## config.mk

```make
export PLATFORM = sky130hd
export DESIGN_NAME = upcc_top
export DESIGN_NICKNAME = d
export VERILOG_FILES = /design/src/verilog/upcc_pkg.sv /design/src/verilog/upcc_ref_div.sv /design/src/verilog/upcc_top.sv
export SDC_FILE = /design/constraint.sdc
export NUM_CORES = 1
export LEC_CHECK = 0
export ABC_CLOCK_PERIOD_IN_PS = 5750
export BUFFER_PORTS_ARGS = -buffer_cell sky130_fd_sc_hd__clkbuf_2
export CAP_MARGIN = 20
export CORE_MARGIN = 3
export CORE_UTILIZATION = 45
export CTS_CLUSTER_SIZE = 24
export DETAILED_ROUTE_END_ITERATION = 12
export MAX_ROUTING_LAYER = met4
export PLACE_DENSITY = 0.75
export SYNTH_ARGS = -nofsm -noshare
export SYNTH_HDL_FRONTEND = slang
export SYNTH_SLANG_ARGS = --single-unit
```

## constraint.sdc

```tcl
create_clock -name clk -period 5.75 [get_ports clk]
set_input_delay 1.15 -clock clk [delete_from_list [all_inputs] [get_ports clk]]
set_output_delay 1.15 -clock clk [all_outputs]
set_load 0.005 [all_outputs]
```

## src/verilog/upcc_pkg.sv

```systemverilog
// Package for the USB PLL clock control block: register map, fields, types
package upcc_pkg;

  // Register map (byte addresses on the Avalon word bus)
  localparam logic [31:0] UPCC_CTRL_ADDR   = 32'h40004064;
  localparam logic [31:0] UPCC_STATUS_ADDR = 32'h40004068;
  localparam logic [31:0] UPCC_MASK_ADDR   = 32'h4000406C;

  // Control field positions
  localparam int UPCC_BLK_GATE_BIT = 18;
  localparam int UPCC_IN_GATE_BIT  = 17;
  localparam int UPCC_PWR_BIT      = 16;
  localparam int UPCC_BYPASS_BIT   = 15;
  localparam int UPCC_DIRECT_BIT   = 14;
  localparam int UPCC_FBSEL_BIT    = 13;
  localparam int UPCC_POST_LSB     = 11;
  localparam int UPCC_PRE_LSB      = 9;
  localparam int UPCC_FB_LSB       = 1;
  localparam int UPCC_LOCK_BIT     = 0;

  // Writable bits of the control word; bit 0 is read-only
  localparam logic [18:0] UPCC_CTRL_WMASK = 19'h7FFFE;
  localparam logic [18:0] UPCC_CTRL_RESET = 19'h00000;

  // Fixed divider in front of the PLL
  localparam logic [3:0] UPCC_FIXED_DIV = 4'hD;

  // Status / mask bit positions
  localparam int UPCC_EV_LOCK_RISE = 0;
  localparam int UPCC_EV_LOCK_FALL = 1;

  // Control fields as driven toward the analog core
  typedef struct packed {
    logic       blk_gate;
    logic       in_gate;
    logic       pwr_on;
    logic       bypass;
    logic       direct;
    logic       fb_sel;
    logic [1:0] post_div;
    logic [1:0] pre_div;
    logic [7:0] fb_div;
  } upcc_ctrl_t;

  // Decoded divider ratios for the core
  typedef struct packed {
    logic [4:0] post_ratio;
    logic [2:0] pre_ratio;
    logic [8:0] fb_ratio;
  } upcc_ratio_t;

  typedef enum logic [1:0] {
    UPCC_IDLE = 2'b00,
    UPCC_RESP = 2'b01
  } upcc_bus_state_t;

endpackage

```

## src/verilog/upcc_ref_div.sv

```systemverilog
`timescale 1ns/100ps
// Fixed divide-by-13 enable generator for the PLL reference path
module upcc_ref_div
  import upcc_pkg::*;
(
  input  wire logic clk,
  input  wire logic reset_n,
  input  wire logic run,
  output logic      ref_tick
);

  typedef struct packed {
    logic [3:0] cnt;
    logic       tick;
  } upcc_div_state_t;

  upcc_div_state_t st;
  upcc_div_state_t next_st;

  // Count 0..12, pulse once per wrap; held at zero while gated
  always_comb begin
    next_st = st;
    next_st.tick = 1'b0;
    if (!run) begin
      next_st.cnt = 4'h0;
    end else if (st.cnt == UPCC_FIXED_DIV - 4'h1) begin
      next_st.cnt = 4'h0;
      next_st.tick = 1'b1;
    end else begin
      next_st.cnt = st.cnt + 4'h1;
    end
  end

  always_ff @(posedge clk or negedge reset_n) begin
    if (!reset_n) begin
      st <= '0;
    end else begin
      st <= next_st;
    end
  end

  assign ref_tick = st.tick;
endmodule

```

## src/verilog/upcc_top.sv

```systemverilog
`timescale 1ns/100ps
// USB PLL clock control: Avalon-MM control register, gating, divider settings, lock status
module upcc_top
  import upcc_pkg::*;
(
  input  wire logic        clk,
  input  wire logic        reset_n,
  // Avalon-MM slave
  input  wire logic [31:0] avs_address,
  input  wire logic        avs_read,
  input  wire logic        avs_write,
  input  wire logic [31:0] avs_writedata,
  input  wire logic [3:0]  avs_byteenable,
  output logic [31:0]      avs_readdata,
  output logic             avs_waitrequest,
  output logic [1:0]       avs_response,
  // Clock path
  input  wire logic        usb_pll_clock_in,
  input  wire logic        pll_output_clock,
  input  wire logic        pll_lock_async,
  output logic             pll_ref_enable,
  output logic             usb_block_clock_enable,
  output logic             pll_power_on,
  output logic             pll_bypass,
  output logic             pll_direct_out,
  output logic             pll_fb_select,
  output upcc_ratio_t      pll_ratio,
  output logic             pll_lock_sync,
  output logic             irq
);

  typedef struct packed {
    upcc_bus_state_t bus;
    upcc_ctrl_t      ctrl;
    logic [31:0]     rdata;
    logic [1:0]      resp;
    logic            lock_m;
    logic            lock_s;
    logic            lock_d;
    logic [1:0]      status;
    logic [1:0]      mask;
    logic            irq;
    logic            ack;
    logic            ref_en;
    logic            blk_en;
    upcc_ratio_t     ratio;
  } upcc_state_t;

  upcc_state_t st;
  upcc_state_t next_st;
  logic        ref_tick;
  logic [31:0] ctrl_word;
  logic [31:0] wr_mask;
  logic [31:0] new_ctrl;
  logic [1:0]  ev;
  logic        rd_status;

  // Divide-by-13 runs only while the PLL input gate is open
  upcc_ref_div u_ref_div (
    .clk      (clk),
    .reset_n  (reset_n),
    .run      (st.ctrl.in_gate),
    .ref_tick (ref_tick)
  );

  // Byte lanes expand to a bit mask for partial writes
  genvar gi;
  generate
    for (gi = 0; gi < 4; gi++) begin : g_lane
      assign wr_mask[gi*8 +: 8] = {8{avs_byteenable[gi]}};
    end
  endgenerate

  // Readback image: bit 0 shows synchronised lock, upper bits zero
  assign ctrl_word = {13'h0000, st.ctrl, st.lock_s};
  assign new_ctrl  = (ctrl_word & ~wr_mask) | (avs_writedata & wr_mask);
  assign ev        = {st.lock_d & ~st.lock_s, st.lock_s & ~st.lock_d};
  assign rd_status = avs_read && st.bus == UPCC_IDLE && avs_address == UPCC_STATUS_ADDR;

  // Request taken in idle; writes land at the edge that sees waitrequest low
  always_comb begin
    next_st = st;
    next_st.lock_m = pll_lock_async;
    next_st.lock_s = st.lock_m;
    next_st.lock_d = st.lock_s;
    case (st.bus)
      UPCC_IDLE: begin
        if (avs_read || avs_write) begin
          next_st.bus = UPCC_RESP;
          next_st.resp = 2'b00;
          next_st.rdata = 32'h00000000;
          if (avs_address == UPCC_CTRL_ADDR) begin
            next_st.rdata = ctrl_word;
          end else if (avs_address == UPCC_STATUS_ADDR) begin
            next_st.rdata = {30'h00000000, st.status};
          end else if (avs_address == UPCC_MASK_ADDR) begin
            next_st.rdata = {30'h00000000, st.mask};
          end else begin
            next_st.resp = 2'b11; // Unmapped: decode error
          end
        end
      end
      UPCC_RESP: begin
        next_st.bus = UPCC_IDLE;
        // Commit only while the master still holds the request
        if (avs_write && avs_address == UPCC_CTRL_ADDR) begin
          next_st.ctrl = upcc_ctrl_t'(new_ctrl[18:1]);
        end else if (avs_write && avs_address == UPCC_MASK_ADDR && avs_byteenable[0]) begin
          next_st.mask = avs_writedata[1:0];
        end
      end
      default: begin
        next_st.bus = UPCC_IDLE;
      end
    endcase
    // Sticky events; a new event wins over the clear-on-read
    next_st.status = (rd_status ? 2'b00 : st.status) | ev;
    next_st.irq = |(next_st.status & next_st.mask);
    // Registered ready: high only in the answer cycle
    next_st.ack = (next_st.bus == UPCC_RESP);
    // reference gate, applied after the fixed divider
    // reference tick only every thirteenth cycle
    next_st.ref_en = next_st.ctrl.in_gate & ref_tick;
    next_st.blk_en = next_st.ctrl.blk_gate;
    next_st.ratio.post_ratio = 5'h02 << next_st.ctrl.post_div;
    next_st.ratio.pre_ratio = {1'b0, next_st.ctrl.pre_div} + 3'h1;
    next_st.ratio.fb_ratio = {1'b0, next_st.ctrl.fb_div} + 9'h001;
  end

  always_ff @(posedge clk or negedge reset_n) begin
    if (!reset_n) begin
      st <= '0;
      st.bus <= UPCC_IDLE;
    end else begin
      st <= next_st;
    end
  end

  // Outputs straight from flops
  assign avs_readdata           = st.rdata;
  assign avs_response           = st.resp;
  assign avs_waitrequest        = ~st.ack;
  assign pll_ref_enable         = st.ref_en;
  assign usb_block_clock_enable = st.blk_en;
  assign pll_power_on           = st.ctrl.pwr_on;
  assign pll_bypass             = st.ctrl.bypass;
  assign pll_direct_out         = st.ctrl.direct;
  assign pll_fb_select          = st.ctrl.fb_sel;
  assign pll_ratio              = st.ratio;
  assign pll_lock_sync          = st.lock_s;
  assign irq                    = st.irq;
endmodule

```

After elaboration in Yosys (flattened, before gate mapping)
Cells that the tools add are included.
Operators by class
  muxes and demuxes: 18
  bitwise operators: 12
  shift operators: 1
  $add $sub $neg: 3
  reductions and logical operators: 10
  equality and inequality tests: 6
Operators with widths (count)
  32-bit by 31-bit equality test with 1-bit output (second input constant): 3
  19-bit AND: 2
  17-bit 2-to-1 mux: 2
  2-bit 2-to-1 mux: 11
  19-bit 2-to-1 mux: 1
  19-bit NOT: 1
  19-bit OR: 1
  8-bit by 1-bit adder with 9-bit output (second input constant): 1
  4-bit 2-to-1 mux: 2
  1-bit logical AND: 5
  2-bit by 2-bit left shift with 5-bit output (first input constant): 1
  4-bit by 1-bit adder with 4-bit output (second input constant): 1
  2-bit by 1-bit equality test with 1-bit output (second input constant): 2
  4-bit equality test (second input constant): 1
  2-bit AND reduction: 2
  2-bit by 1-bit adder with 3-bit output (second input constant): 1
  1-bit AND: 3
  1-bit NOT: 3
  2-bit AND: 1
  2-bit zero test: 1
  1-bit 2-to-1 mux: 2
  2-bit OR: 1
  2-bit OR reduction: 1
  1-bit logical OR: 1
Storage, ports and cells
  output and inout bits: 60
  bits in registers: 86
  logic and storage cells: 75

Depth between registers and ports, before layout
Gate-level depths: netlist of run 1.
  word-level depth: 8
  depth in mapped cells: 8
  depth with buffers taken out: 7

By module
A second synthesis of run 1 with hierarchy kept.
Second synthesis, totals
  cells, all modules: 322
  area total of the unflattened synthesis: 3532.1 µm²
Modules (own cells, without submodules)
  upcc_top: times used 1, cells an instance 300, area an instance 3304.4 µm², seq. area each 1651.6 µm²
  upcc_ref_div: times used 1, cells an instance 22, area an instance 227.7 µm², seq. area each 125.1 µm²

Least setup slack after synthesis of run 1
Ideal clock, no wire load.
  kind: in2reg
  from: input avs_address[0]
  to: register st (netlist bit pll_ratio[10])
  stages: 6
  library setup time: 0.126 ns
  path buffers: 2
  slack: 2.527 ns
  data required time: 5.624 ns
  arrival time: 3.097 ns
  cells stage by stage: or4b_1 -> buf_2 -> or4_4 -> buf_6 -> mux2_4 -> ha_1
RTL lines
  from (decl): line upcc_top.sv:9  | input wire logic [31:0] avs_address,
  to (signal assigned): line upcc_top.sv:135  | st <= next_st;
  to (decl): line upcc_top.sv:49  | upcc_state_t st;

==> results of run 1 <==
-- final timing paths --
path | endpoint
max | pll_ratio[10]
min | pll_lock_sync
max reg2reg | pll_ratio[10]
min reg2reg | pll_lock_sync
max in group asynchronous | pll_ref_enable
min in group asynchronous | pll_ratio[5]
-- metrics by stage --
step / util [%] / power (mW) / hold slack (ps)
finish: 53.9 / 1.02 / 353
global route: 53.9 / 1.07 / 365
CTS: 53.9 / 1.03 / 355
detailed placement: 50.8 / 0.583 / 336
global placement: 50.8 / 0.581 / 335
floorplan: - / 0.552 / 331
-- synth_stat cells (all sizes together), types with 2 or more instances --
| cell type | instances | area [µm²] |
|---|---|---|
| nand2b | 2 | 12.5 |
| o31ai | 2 | 15.0 |
| mux2 | 16 | 199 |
| nand3 | 12 | 60.1 |
| xnor2 | 8 | 70.1 |
| nand3b | 3 | 22.5 |
| nand4 | 4 | 25.0 |
| inv | 15 | 56.3 |
| o21ai | 25 | 125 |
| nor3 | 2 | 10.0 |
| nand2 | 46 | 173 |
| ha | 3 | 37.5 |
| nor2b | 4 | 25.0 |
| xor2 | 5 | 43.8 |
| nor2 | 15 | 56.3 |
| or4 | 2 | 18.8 |
| nor4 | 8 | 50.1 |
| a22o | 2 | 17.5 |
| mux2i | 5 | 66.3 |
| nor4b | 4 | 35.0 |
| a21oi | 14 | 70.1 |
| buf | 55 | 415 |
| clkbuf | 6 | 22.5 |
| dfrtp | 71 | 1780 |
-- metal layers --
| metal | vias up | GRT usage [%] |
|---|---|---|
| met5 | - | - |
| met1 | 1142 | 21.5 |
| met4 | 0 | 5.90 |
| met2 | 111 | 26.5 |
| li1 | 1205 | - |
| met3 | 10 | 4.57 |
-- critical path: cells and delay by family --
family | cells | cell delay (ps)
buffers and inverters | 1 | 80
adder cells (fa/ha/maj) | 1 | 270
multiplexers | 1 | 350
AND/OR/NAND/NOR | 3 | 1490
-- cells by family after synthesis --
logic type      synth area share [%]
compound gates                  7.09
buf+inv                         14.3
xor+xnor                        3.29
flops                           51.4
simple gates                    15.1
mux                             7.67
other cells                    0.108
fa+ha+maj                       1.09
-- flip-flops by register name (all words and copies together), names as in the netlist, 4 cells and up, named ones only --
register / count
avs_readdata: 19
ctrl_word: 13
pll_ratio: 16
st: 8
u_ref_div.st: 4
-- cell usage in the layout, fill, tap and decap left out, types with 2 or more instances in the layout --
cell	instances
nor2_1	15
nor4_1	7
nor3_1	2
buf_4	2
clkinvlp_4	2
clkbuf_8	10
nand2_1	46
a22o_1	2
dfrtp_1	71
clkbuf_2	103
nand2b_1	2
mux2i_1	3
o31ai_1	2
nand3b_1	3
inv_1	14
ha_1	3
a21oi_1	14
nand3_1	12
nand4_1	4
bufinv_16	2
nor2b_1	4
nor4b_1	4
mux2_4	5
xnor2_1	8
xor2_1	5
o21ai_0	24
mux2_2	11
conb_1	15
-- power breakdown --
group          leakage [nW]  switching (mW)  internal (mW)
Clock                 0.109           0.187          0.258
Combinational         0.951          0.0379         0.0255
Sequential            0.948         0.00339          0.505
Total                  2.01           0.229          0.788
-- area by class of cell --
type,instances,area share [%]
inverters,15,1.42
well taps,99,3.12
flip-flops and latches,71,44.7
multi-input cells,203,31.5
clock buffers,10,3.46
repair buffers,106,13.5
clock inverters,6,2.33
==> flow_summary.json, run 1 <==
{
  "ioPinCount": 135,
  "reg2reg_depth": 5,
  "worstHoldStart": "next_st[26]",
  "area.sequential_um2": 1780,
  "postCtsResizedCells": 0,
  "dp_hpwl_um": 4950,
  "top_layer": "met4",
  "path_cells": "clkbuf_2, nor4b_1, nand4_1, or4_4, mux2_4, ha_1",
  "overflow": 0,
  "insertion_delay_ps": 330,
  "vias": 2468,
  "worst-r2r-setup-slack_ps": 3570,
  "p_leak_nw": 2.01,
  "multi_input_area_um2": 1250,
  "die_area_um2": 8780,
  "r2r-start": "st[81]",
  "grt_use_total_pct": 17.0,
  "ant_nets": 0,
  "nFillCells": 673,
  "io_buffer_count": 104,
  "worst_slack_ps": 2610,
  "grt_pass1_vias": 2395,
  "pre_cts_ws_ps": 2240,
  "dp.cells": 494,
  "coreArea_um2": 7370,
  "met1_length_um": 2890,
  "place_congestion": 0.808,
  "max_slew_margin_pct": 32.4,
  "antenna_found_initial": 0,
  "finalCritPeriodShare_pct": 54.6,
  "synth_seq_cells": 71,
  "drive_gt1_share_pct": 35.0,
  "cts.reportedPaths.clkPinSlew_ps": 80,
  "fin_area_um2": 3970,
  "async_reset_ff_share_pct": 100,
  "arrival_ps": 3350,
  "setup_viol": 0,
  "path_max_fanout": 12,
  "clockBufferDepth": 2,
  "wl_met3_um": 450,
  "fin_nets": 484,
  "netlist_area_um2": 3460,
  "endpoint_kind": "register",
  "cts_sinks": 71,
  "hold_buffers": 0,
  "critical_path.max_stage_delay_ps": 720,
  "htree_levels": 3,
  "skew_ps": 6.24,
  "yosysSeqAreaShare_pct": 51.4,
  "clock.fmax_ghz": 0.319,
  "cts_inserted_buffers": 9,
  "critical_path_class": "in2reg",
  "via_per_inst": 4.84,
  "grt_start_max_net_pins": 72,
  "cts-root-buf": "clkbuf_8",
  "cp-startpoint": "avs_address[24]",
  "num_rows": 31,
  "dr.first_iter.drc_count": 78,
  "ys_types": 39,
  "p_per_area_nw_per_um2": 256,
  "antenna_cells": 0,
  "synthFlopType": "dfrtp_1",
  "stdcell_count": 510,
  "fin_tns_setup_ps": 0,
  "yosys_warnings": 0,
  "final_max_slew_viol_count": 0,
  "post_drt_wl_per_cell_um": 13.2,
  "rsz0062_at_grt": "false",
  "dr_wl_met2_um": 3320,
  "cp.required_ps": 5970,
  "dr.pass1.iters": 5,
  "grt_first_pass_wirelength_um": 11300,
  "max_cap_violations": 0,
  "syn_to_final_growth_pct": 14.9,
  "whs_path_depth": 0,
  "period_minus_slack_ps": 3140,
  "avgSynthCellArea_um2": 10.3,
  "start_util_pct": 46.9,
  "cts_tree": "done",
  "synth-edff-count": 0,
  "ir_worst_vdd_mv": 0.123,
  "postCtsSetupBuffers": 0,
  "die_w_um": 93.7,
  "place_area_um2": 3740,
  "die_y_um": 93.7,
  "critPathLaunchType": "input port",
  "wirelength_um": 6760,
  "slowest_stage": "or4_4",
  "syn-instance-count": 336,
  "drcViolationCount": 0,
  "status": "finished, final reports clean",
  "worst_slew_pin_slew_ps": 1010,
  "holdCritPathClass": "reg2reg",
  "hold_viol_final": 0
}
(Power assumes the default switching activity.)
==> run 2: changes to the inputs <==
--- a/config.mk
+++ b/config.mk
@@ -5,15 +5,15 @@
 export SDC_FILE = /design/constraint.sdc
 export NUM_CORES = 1
 export LEC_CHECK = 0
-export ABC_CLOCK_PERIOD_IN_PS = 5750
+export ABC_CLOCK_PERIOD_IN_PS = 2700
 export BUFFER_PORTS_ARGS = -buffer_cell sky130_fd_sc_hd__clkbuf_2
 export CAP_MARGIN = 20
 export CORE_MARGIN = 3
-export CORE_UTILIZATION = 45
+export CORE_UTILIZATION = 44
 export CTS_CLUSTER_SIZE = 24
 export DETAILED_ROUTE_END_ITERATION = 12
 export MAX_ROUTING_LAYER = met4
-export PLACE_DENSITY = 0.75
+export PLACE_DENSITY = 0.76
 export SYNTH_ARGS = -nofsm -noshare
 export SYNTH_HDL_FRONTEND = slang
 export SYNTH_SLANG_ARGS = --single-unit
==> constraint.sdc (replaced) <==
create_clock -name clk -period 2.7 [get_ports clk]
set_input_delay 0.54 -clock clk [delete_from_list [all_inputs] [get_ports clk]]
set_output_delay 0.54 -clock clk [all_outputs]
set_load 0.005 [all_outputs]
==> run 2 against run 1 <==
Effect of this change:
- wire length increased by 7.1%
- die area increased by 2.1%
- cell count increased by 2.0%
- critical path type unchanged
==> flow_summary.json, run 2 (synthesis gave the netlist of run 1 again) <==
{
  "status": "finished, final reports clean",
  "grt_pass1_vias": 2576,
  "hold_viol_final": 0,
  "syn_to_final_growth_pct": 16.8,
  "cts-root-buf": "clkbuf_8",
  "max_slew_margin_pct": 41.3,
  "die_area_um2": 8960,
  "drive_gt1_share_pct": 36.3,
  "drcViolationCount": 0,
  "slowest_stage": "nor4b_1",
  "place_congestion": 0.851,
  "start_util_pct": 46.5,
  "io_buffer_count": 104,
  "crit_buf_inv": 3,
  "final_cell_mix": "clkbuf_2, dfrtp_1, nand2_1",
  "fin_area_um2": 4040,
  "reg2reg_depth": 5,
  "dr.first_iter.drc_count": 69,
  "hold_buffers": 0,
  "wirelength_um": 7240,
  "ir_worst_vdd_mv": 0.178,
  "num_rows": 31,
  "postCtsSetupBuffers": 0,
  "cts_inserted_buffers": 9,
  "max_cap_violations": 0,
  "vias": 2514,
  "r2r-start": "st[81]",
  "critical_path.max_stage_delay_ps": 430,
  "fin_nets": 494,
  "grt_use_total_pct": 17.7,
  "layout_commonest_cell": "clkbuf_2",
  "ioPinCount": 135,
  "holdPathEnd": "next_st[26]",
  "critical_path_class": "in2reg",
  "antenna_found_initial": 0,
  "rsz0062_at_grt": "false",
  "fin_tns_setup_ps": 0,
  "path_max_fanout": 5,
  "clock.fmax_ghz": 0.448,
  "final_max_slew_viol_count": 0,
  "crit_top_cell": "buf_4",
  "die_y_um": 94.7,
  "cts_tree": "done",
  "coreArea_um2": 7450,
  "worstHoldStart": "pll_lock_async",
  "dp_hpwl_um": 5350,
  "skew_ps": 8.24,
  "critPathLaunchType": "input port",
  "overflow": 0,
  "cpLargestDelayFamily": "simple AND/OR/NAND/NOR gates",
  "endpoint_kind": "register",
  "ant_nets": 0,
  "insertion_delay_ps": 340,
  "p_per_area_nw_per_um2": 522,
  "htree_levels": 3,
  "setup_viol": 0,
  "clockBufferDepth": 2,
  "grt_first_pass_wirelength_um": 11800,
  "r2r-end": "pll_ratio[10]",
  "postCtsResizedCells": 0,
  "nFillCells": 690,
  "post_drt_wl_per_cell_um": 13.9,
  "whs_path_depth": 1,
  "dr.pass1.iters": 4,
  "die_w_um": 94.7,
  "grt_start_max_net_pins": 72,
  "period_minus_slack_ps": 2230,
  "via_per_inst": 4.83,
  "cts.reportedPaths.clkPinSlew_ps": 80,
  "holdCritPathClass": "in2reg",
  "cts_sinks": 71,
  "finalCritPeriodShare_pct": 82.6,
  "path_cells": "clkbuf_2, nor4b_1, nand4_1, buf_4, nor4_1, buf_4, mux2_2, a22o_1",
  "arrival_ps": 2460,
  "worst-r2r-setup-slack_ps": 680,
  "cp.required_ps": 2930,
  "antenna_cells": 0,
  "largest_register_ffs": 19,
  "worst_slew_pin_slew_ps": 880,
  "p_leak_nw": 2.05,
  "place_area_um2": 3830
}
==> run 2: metal layers <==
layer  track usage [%]  vias up  wire length, µm  share of wire, %
li1                  -     1232                -                 -
met1              20.2     1184             3040                42
met2              30.4       87             3660                51
met3              3.19       11              425               5.9
met4              7.57        0              110               1.5
met5                 -        -                0                 0
==> run 2: layout make-up <==
type / count / area, µm² / share of cell area, %
inverters: 15 / 56.3 / 1.39
clock inverters: 4 / 52.6 / 1.30
well taps: 99 / 124 / 3.07
flip-flops and latches: 71 / 1780 / 44.0
repair buffers: 116 / 626 / 15.5
multi-input cells: 203 / 1250 / 31.0
clock buffers: 12 / 155 / 3.84
==> run 2: through the flow <==
stage          total power [mW]  util (%)  cells  hold WS, ps  setup WS [ps]
2_1_floorplan              1.17         -    350          244           86.8
3_3_place_gp               1.24      51.5    504          333            132
3_5_place_dp               1.24      51.5    504          347            112
4_1_cts                    2.14      54.3    520          287            481
5_1_grt                    2.20      54.3    520          291            305
6_report                   2.11      54.3    520          305            470
==> run 2: worst max-delay path by stage <==
stage               startpoint             to  slack [ps]  cells after the start
2_1_floorplan   avs_address[0]  pll_ratio[10]          90                      6
3_3_place_gp   avs_address[24]            irq         130                      8
3_5_place_dp   avs_address[24]            irq         110                      8
4_1_cts        avs_address[24]            irq         480                      8
5_1_grt        avs_address[28]            irq         310                      8
6_report       avs_address[24]            irq         470                      8
==> run 2: where the power goes <==
part / switching (mW) / leakage, nW / total (mW) / internal (mW)
registers: 0.00745 / 0.948 / 1.08 / 1.07
logic: 0.0825 / 1.00 / 0.138 / 0.0556
clock network: 0.408 / 0.107 / 0.889 / 0.482
==> run 3: changes to the inputs <==
--- a/config.mk
+++ b/config.mk
@@ -5,7 +5,7 @@
 export SDC_FILE = /design/constraint.sdc
 export NUM_CORES = 1
 export LEC_CHECK = 0
-export ABC_CLOCK_PERIOD_IN_PS = 2700
+export ABC_CLOCK_PERIOD_IN_PS = 1980
 export BUFFER_PORTS_ARGS = -buffer_cell sky130_fd_sc_hd__clkbuf_2
 export CAP_MARGIN = 20
 export CORE_MARGIN = 3
==> constraint.sdc (replaced) <==
create_clock -name clk -period 1.98 [get_ports clk]
set_input_delay 0.396 -clock clk [delete_from_list [all_inputs] [get_ports clk]]
set_output_delay 0.396 -clock clk [all_outputs]
set_load 0.005 [all_outputs]
==> run 3 against run 2 <==
Effect of this change:
- the run now ends with negative setup slack left
- critical endpoint is now pll_ratio[10]
- clock-buffer cell count unchanged
- largest power group unchanged
- flip-flop and latch count unchanged
- utilization increased by 3.9 points
==> flow_summary.json, run 3 (synthesis gave the netlist of run 1 again) <==
{
  "status": "finished, violations left",
  "failed_checks": "negative setup slack",
  "dr.pass1.iters": 4,
  "worst_slew_pin_slew_ps": 657,
  "ant_nets": 0,
  "cts_sinks": 71,
  "p_leak_nw": 2.20,
  "syn_to_final_growth_pct": 25.2,
  "ir_worst_vdd_mv": 0.383,
  "ioPinCount": 135,
  "dr_wl_met2_um": 3860,
  "rsz0062_at_grt": "true",
  "finalCritPeriodShare_pct": 102,
  "critical_path.max_stage_delay_ps": 610,
  "drcViolationCount": 0,
  "overflow": 0,
  "nFillCells": 660,
  "wirelength_um": 7730,
  "coreArea_um2": 7450,
  "drive_gt1_share_pct": 42.0,
  "fin_nets": 517,
  "path_cells": "buf_6, or4b_4, or4_4, mux2_4, ha_4",
  "post_drt_wl_per_cell_um": 14.3,
  "die_area_um2": 8960,
  "antenna_found_initial": 0,
  "max_slew_margin_pct": 56.1,
  "antenna_cells": 0,
  "period_minus_slack_ps": 2020,
  "hold_viol_final": 0,
  "top_layer": "met4",
  "fin_tns_setup_ps": -85.4,
  "endpoint_kind": "register",
  "place_congestion": 0.892,
  "holdCritPathClass": "in2reg",
  "num_rows": 31,
  "layout_commonest_cell": "clkbuf_2",
  "seqPwrFrac_pct": 54.4,
  "clockBufferDepth": 2,
  "cts-root-buf": "clkbuf_8",
  "dp_hpwl_um": 5630,
  "final_cell_mix": "clkbuf_2, dfrtp_1, nand2_1",
  "cts.reportedPaths.clkPinSlew_ps": 60,
  "power.internal_mw": 2.10,
  "wl_met3_um": 494,
  "clock.fmax_ghz": 0.496,
  "power_mw": 2.72,
  "max_cap_violations": 0,
  "cts_tree": "done",
  "grt_start_max_net_pins": 40,
  "critical_path_class": "in2reg",
  "io_buffer_count": 104,
  "final_max_slew_viol_count": 0,
  "via_per_inst": 4.92,
  "grt_first_pass_wirelength_um": 12000,
  "worst_slack_ps": -37.0,
  "critPathLaunchType": "input port",
  "setup_viol": 4,
  "cts_inserted_buffers": 9,
  "die_w_um": 94.7,
  "path_max_fanout": 4,
  "switching_share_pct": 22.7,
  "p_per_area_nw_per_um2": 627,
  "pwr-share-clk_pct": 37.4,
  "grt_pass1_vias": 2574,
  "die_y_um": 94.7,
  "grt_use_total_pct": 18.0,
  "htree_levels": 3,
  "arrival_ps": 2230,
  "slowest_stage": "or4_4",
  "vias": 2657,
  "largest_register_ffs": 19,
  "p_comb_share_pct": 8.2,
  "power_switching_uw": 617,
  "insertion_delay_ps": 330,
  "cp.required_ps": 2190,
  "start_util_pct": 46.5,
  "skew_ps": 10.3,
  "met1_length_um": 3210,
  "dr.first_iter.drc_count": 85
}
run 3: changes by cell type in the layout (fill, tap and decap cells not counted), sizes merged:
cell	change
dlygate4sd3	+1
buf	+24
inv	-1
bufinv	-1
clkbuf	-2
clkinv	-1
run 3: final cells by class:
cell class              instances  area, µm²  area share [%]
well taps                      99        124            2.86
clock inverters                 1       5.00           0.116
repair buffers                139        828            19.1
flip-flops and latches         71       1780            41.0
clock buffers                  12        165            3.81
multi-input cells             203       1380            31.8
inverters                      15       56.3            1.30
run 3: through the flow:
stage / utilization (%) / hold WS, ps / cells / setup WS, ps / area [µm²]
after floorplan: - / 100 / 350 / -326 / 3560
after global placement: 53.6 / 333 / 520 / -345 / 3990
after detailed placement: 53.6 / 338 / 520 / -405 / 3990
after CTS: 56.4 / 161 / 536 / -8.85 / 4200
after global routing: 58.2 / 160 / 540 / -85.1 / 4330
final: 58.2 / 177 / 540 / -37.0 / 4330
run 3: worst paths after layout:
check / start / end / slack [ps] / cells after the start
hold reg to reg: next_st[26] / pll_lock_sync / 350 / 0
min in group asynchronous: reset_n / pll_ratio[5] / 540 / 2
max in group asynchronous: reset_n / pll_lock_sync / 890 / 3
setup / recovery: avs_address[0] / pll_ratio[10] / -40 / 5
setup reg to reg: st[81] / pll_ratio[10] / 20 / 5
hold / removal: pll_lock_async / next_st[26] / 180 / 1
run 3: power groups by stage:
stage	registers, mW	clock network, mW	logic, mW
2_1_floorplan	1.50	0	0.103
3_3_place_gp	1.50	0	0.204
3_5_place_dp	1.50	0	0.208
4_1_cts	1.48	1.04	0.214
5_1_grt	1.48	1.11	0.249
6_report	1.48	1.02	0.222
run 3: critical path: cells and delay by family:
family	cells	cell delay, ps
and+or+nand+nor	2	1160
muxes	1	340
adders and majority gates	1	240
buffers and inverters	1	90
run 3: routing by layer:
metal	global-route usage (%)	vias to the layer above
li1	-	1269
met1	21.6	1270
met2	29.5	104
met3	4.22	14
met4	6.61	0
met5	-	-
run 3: timing repair:
item / CTS / global route
cloned: 1 / 0
setup endpoints to repair: 10 / 47
pin swaps: 2 / 8
gates resized for setup: 3 / 21
buffers inserted: 1 / 4
hold buffers: 1 / 0
hold endpoints to repair: 3 / 0
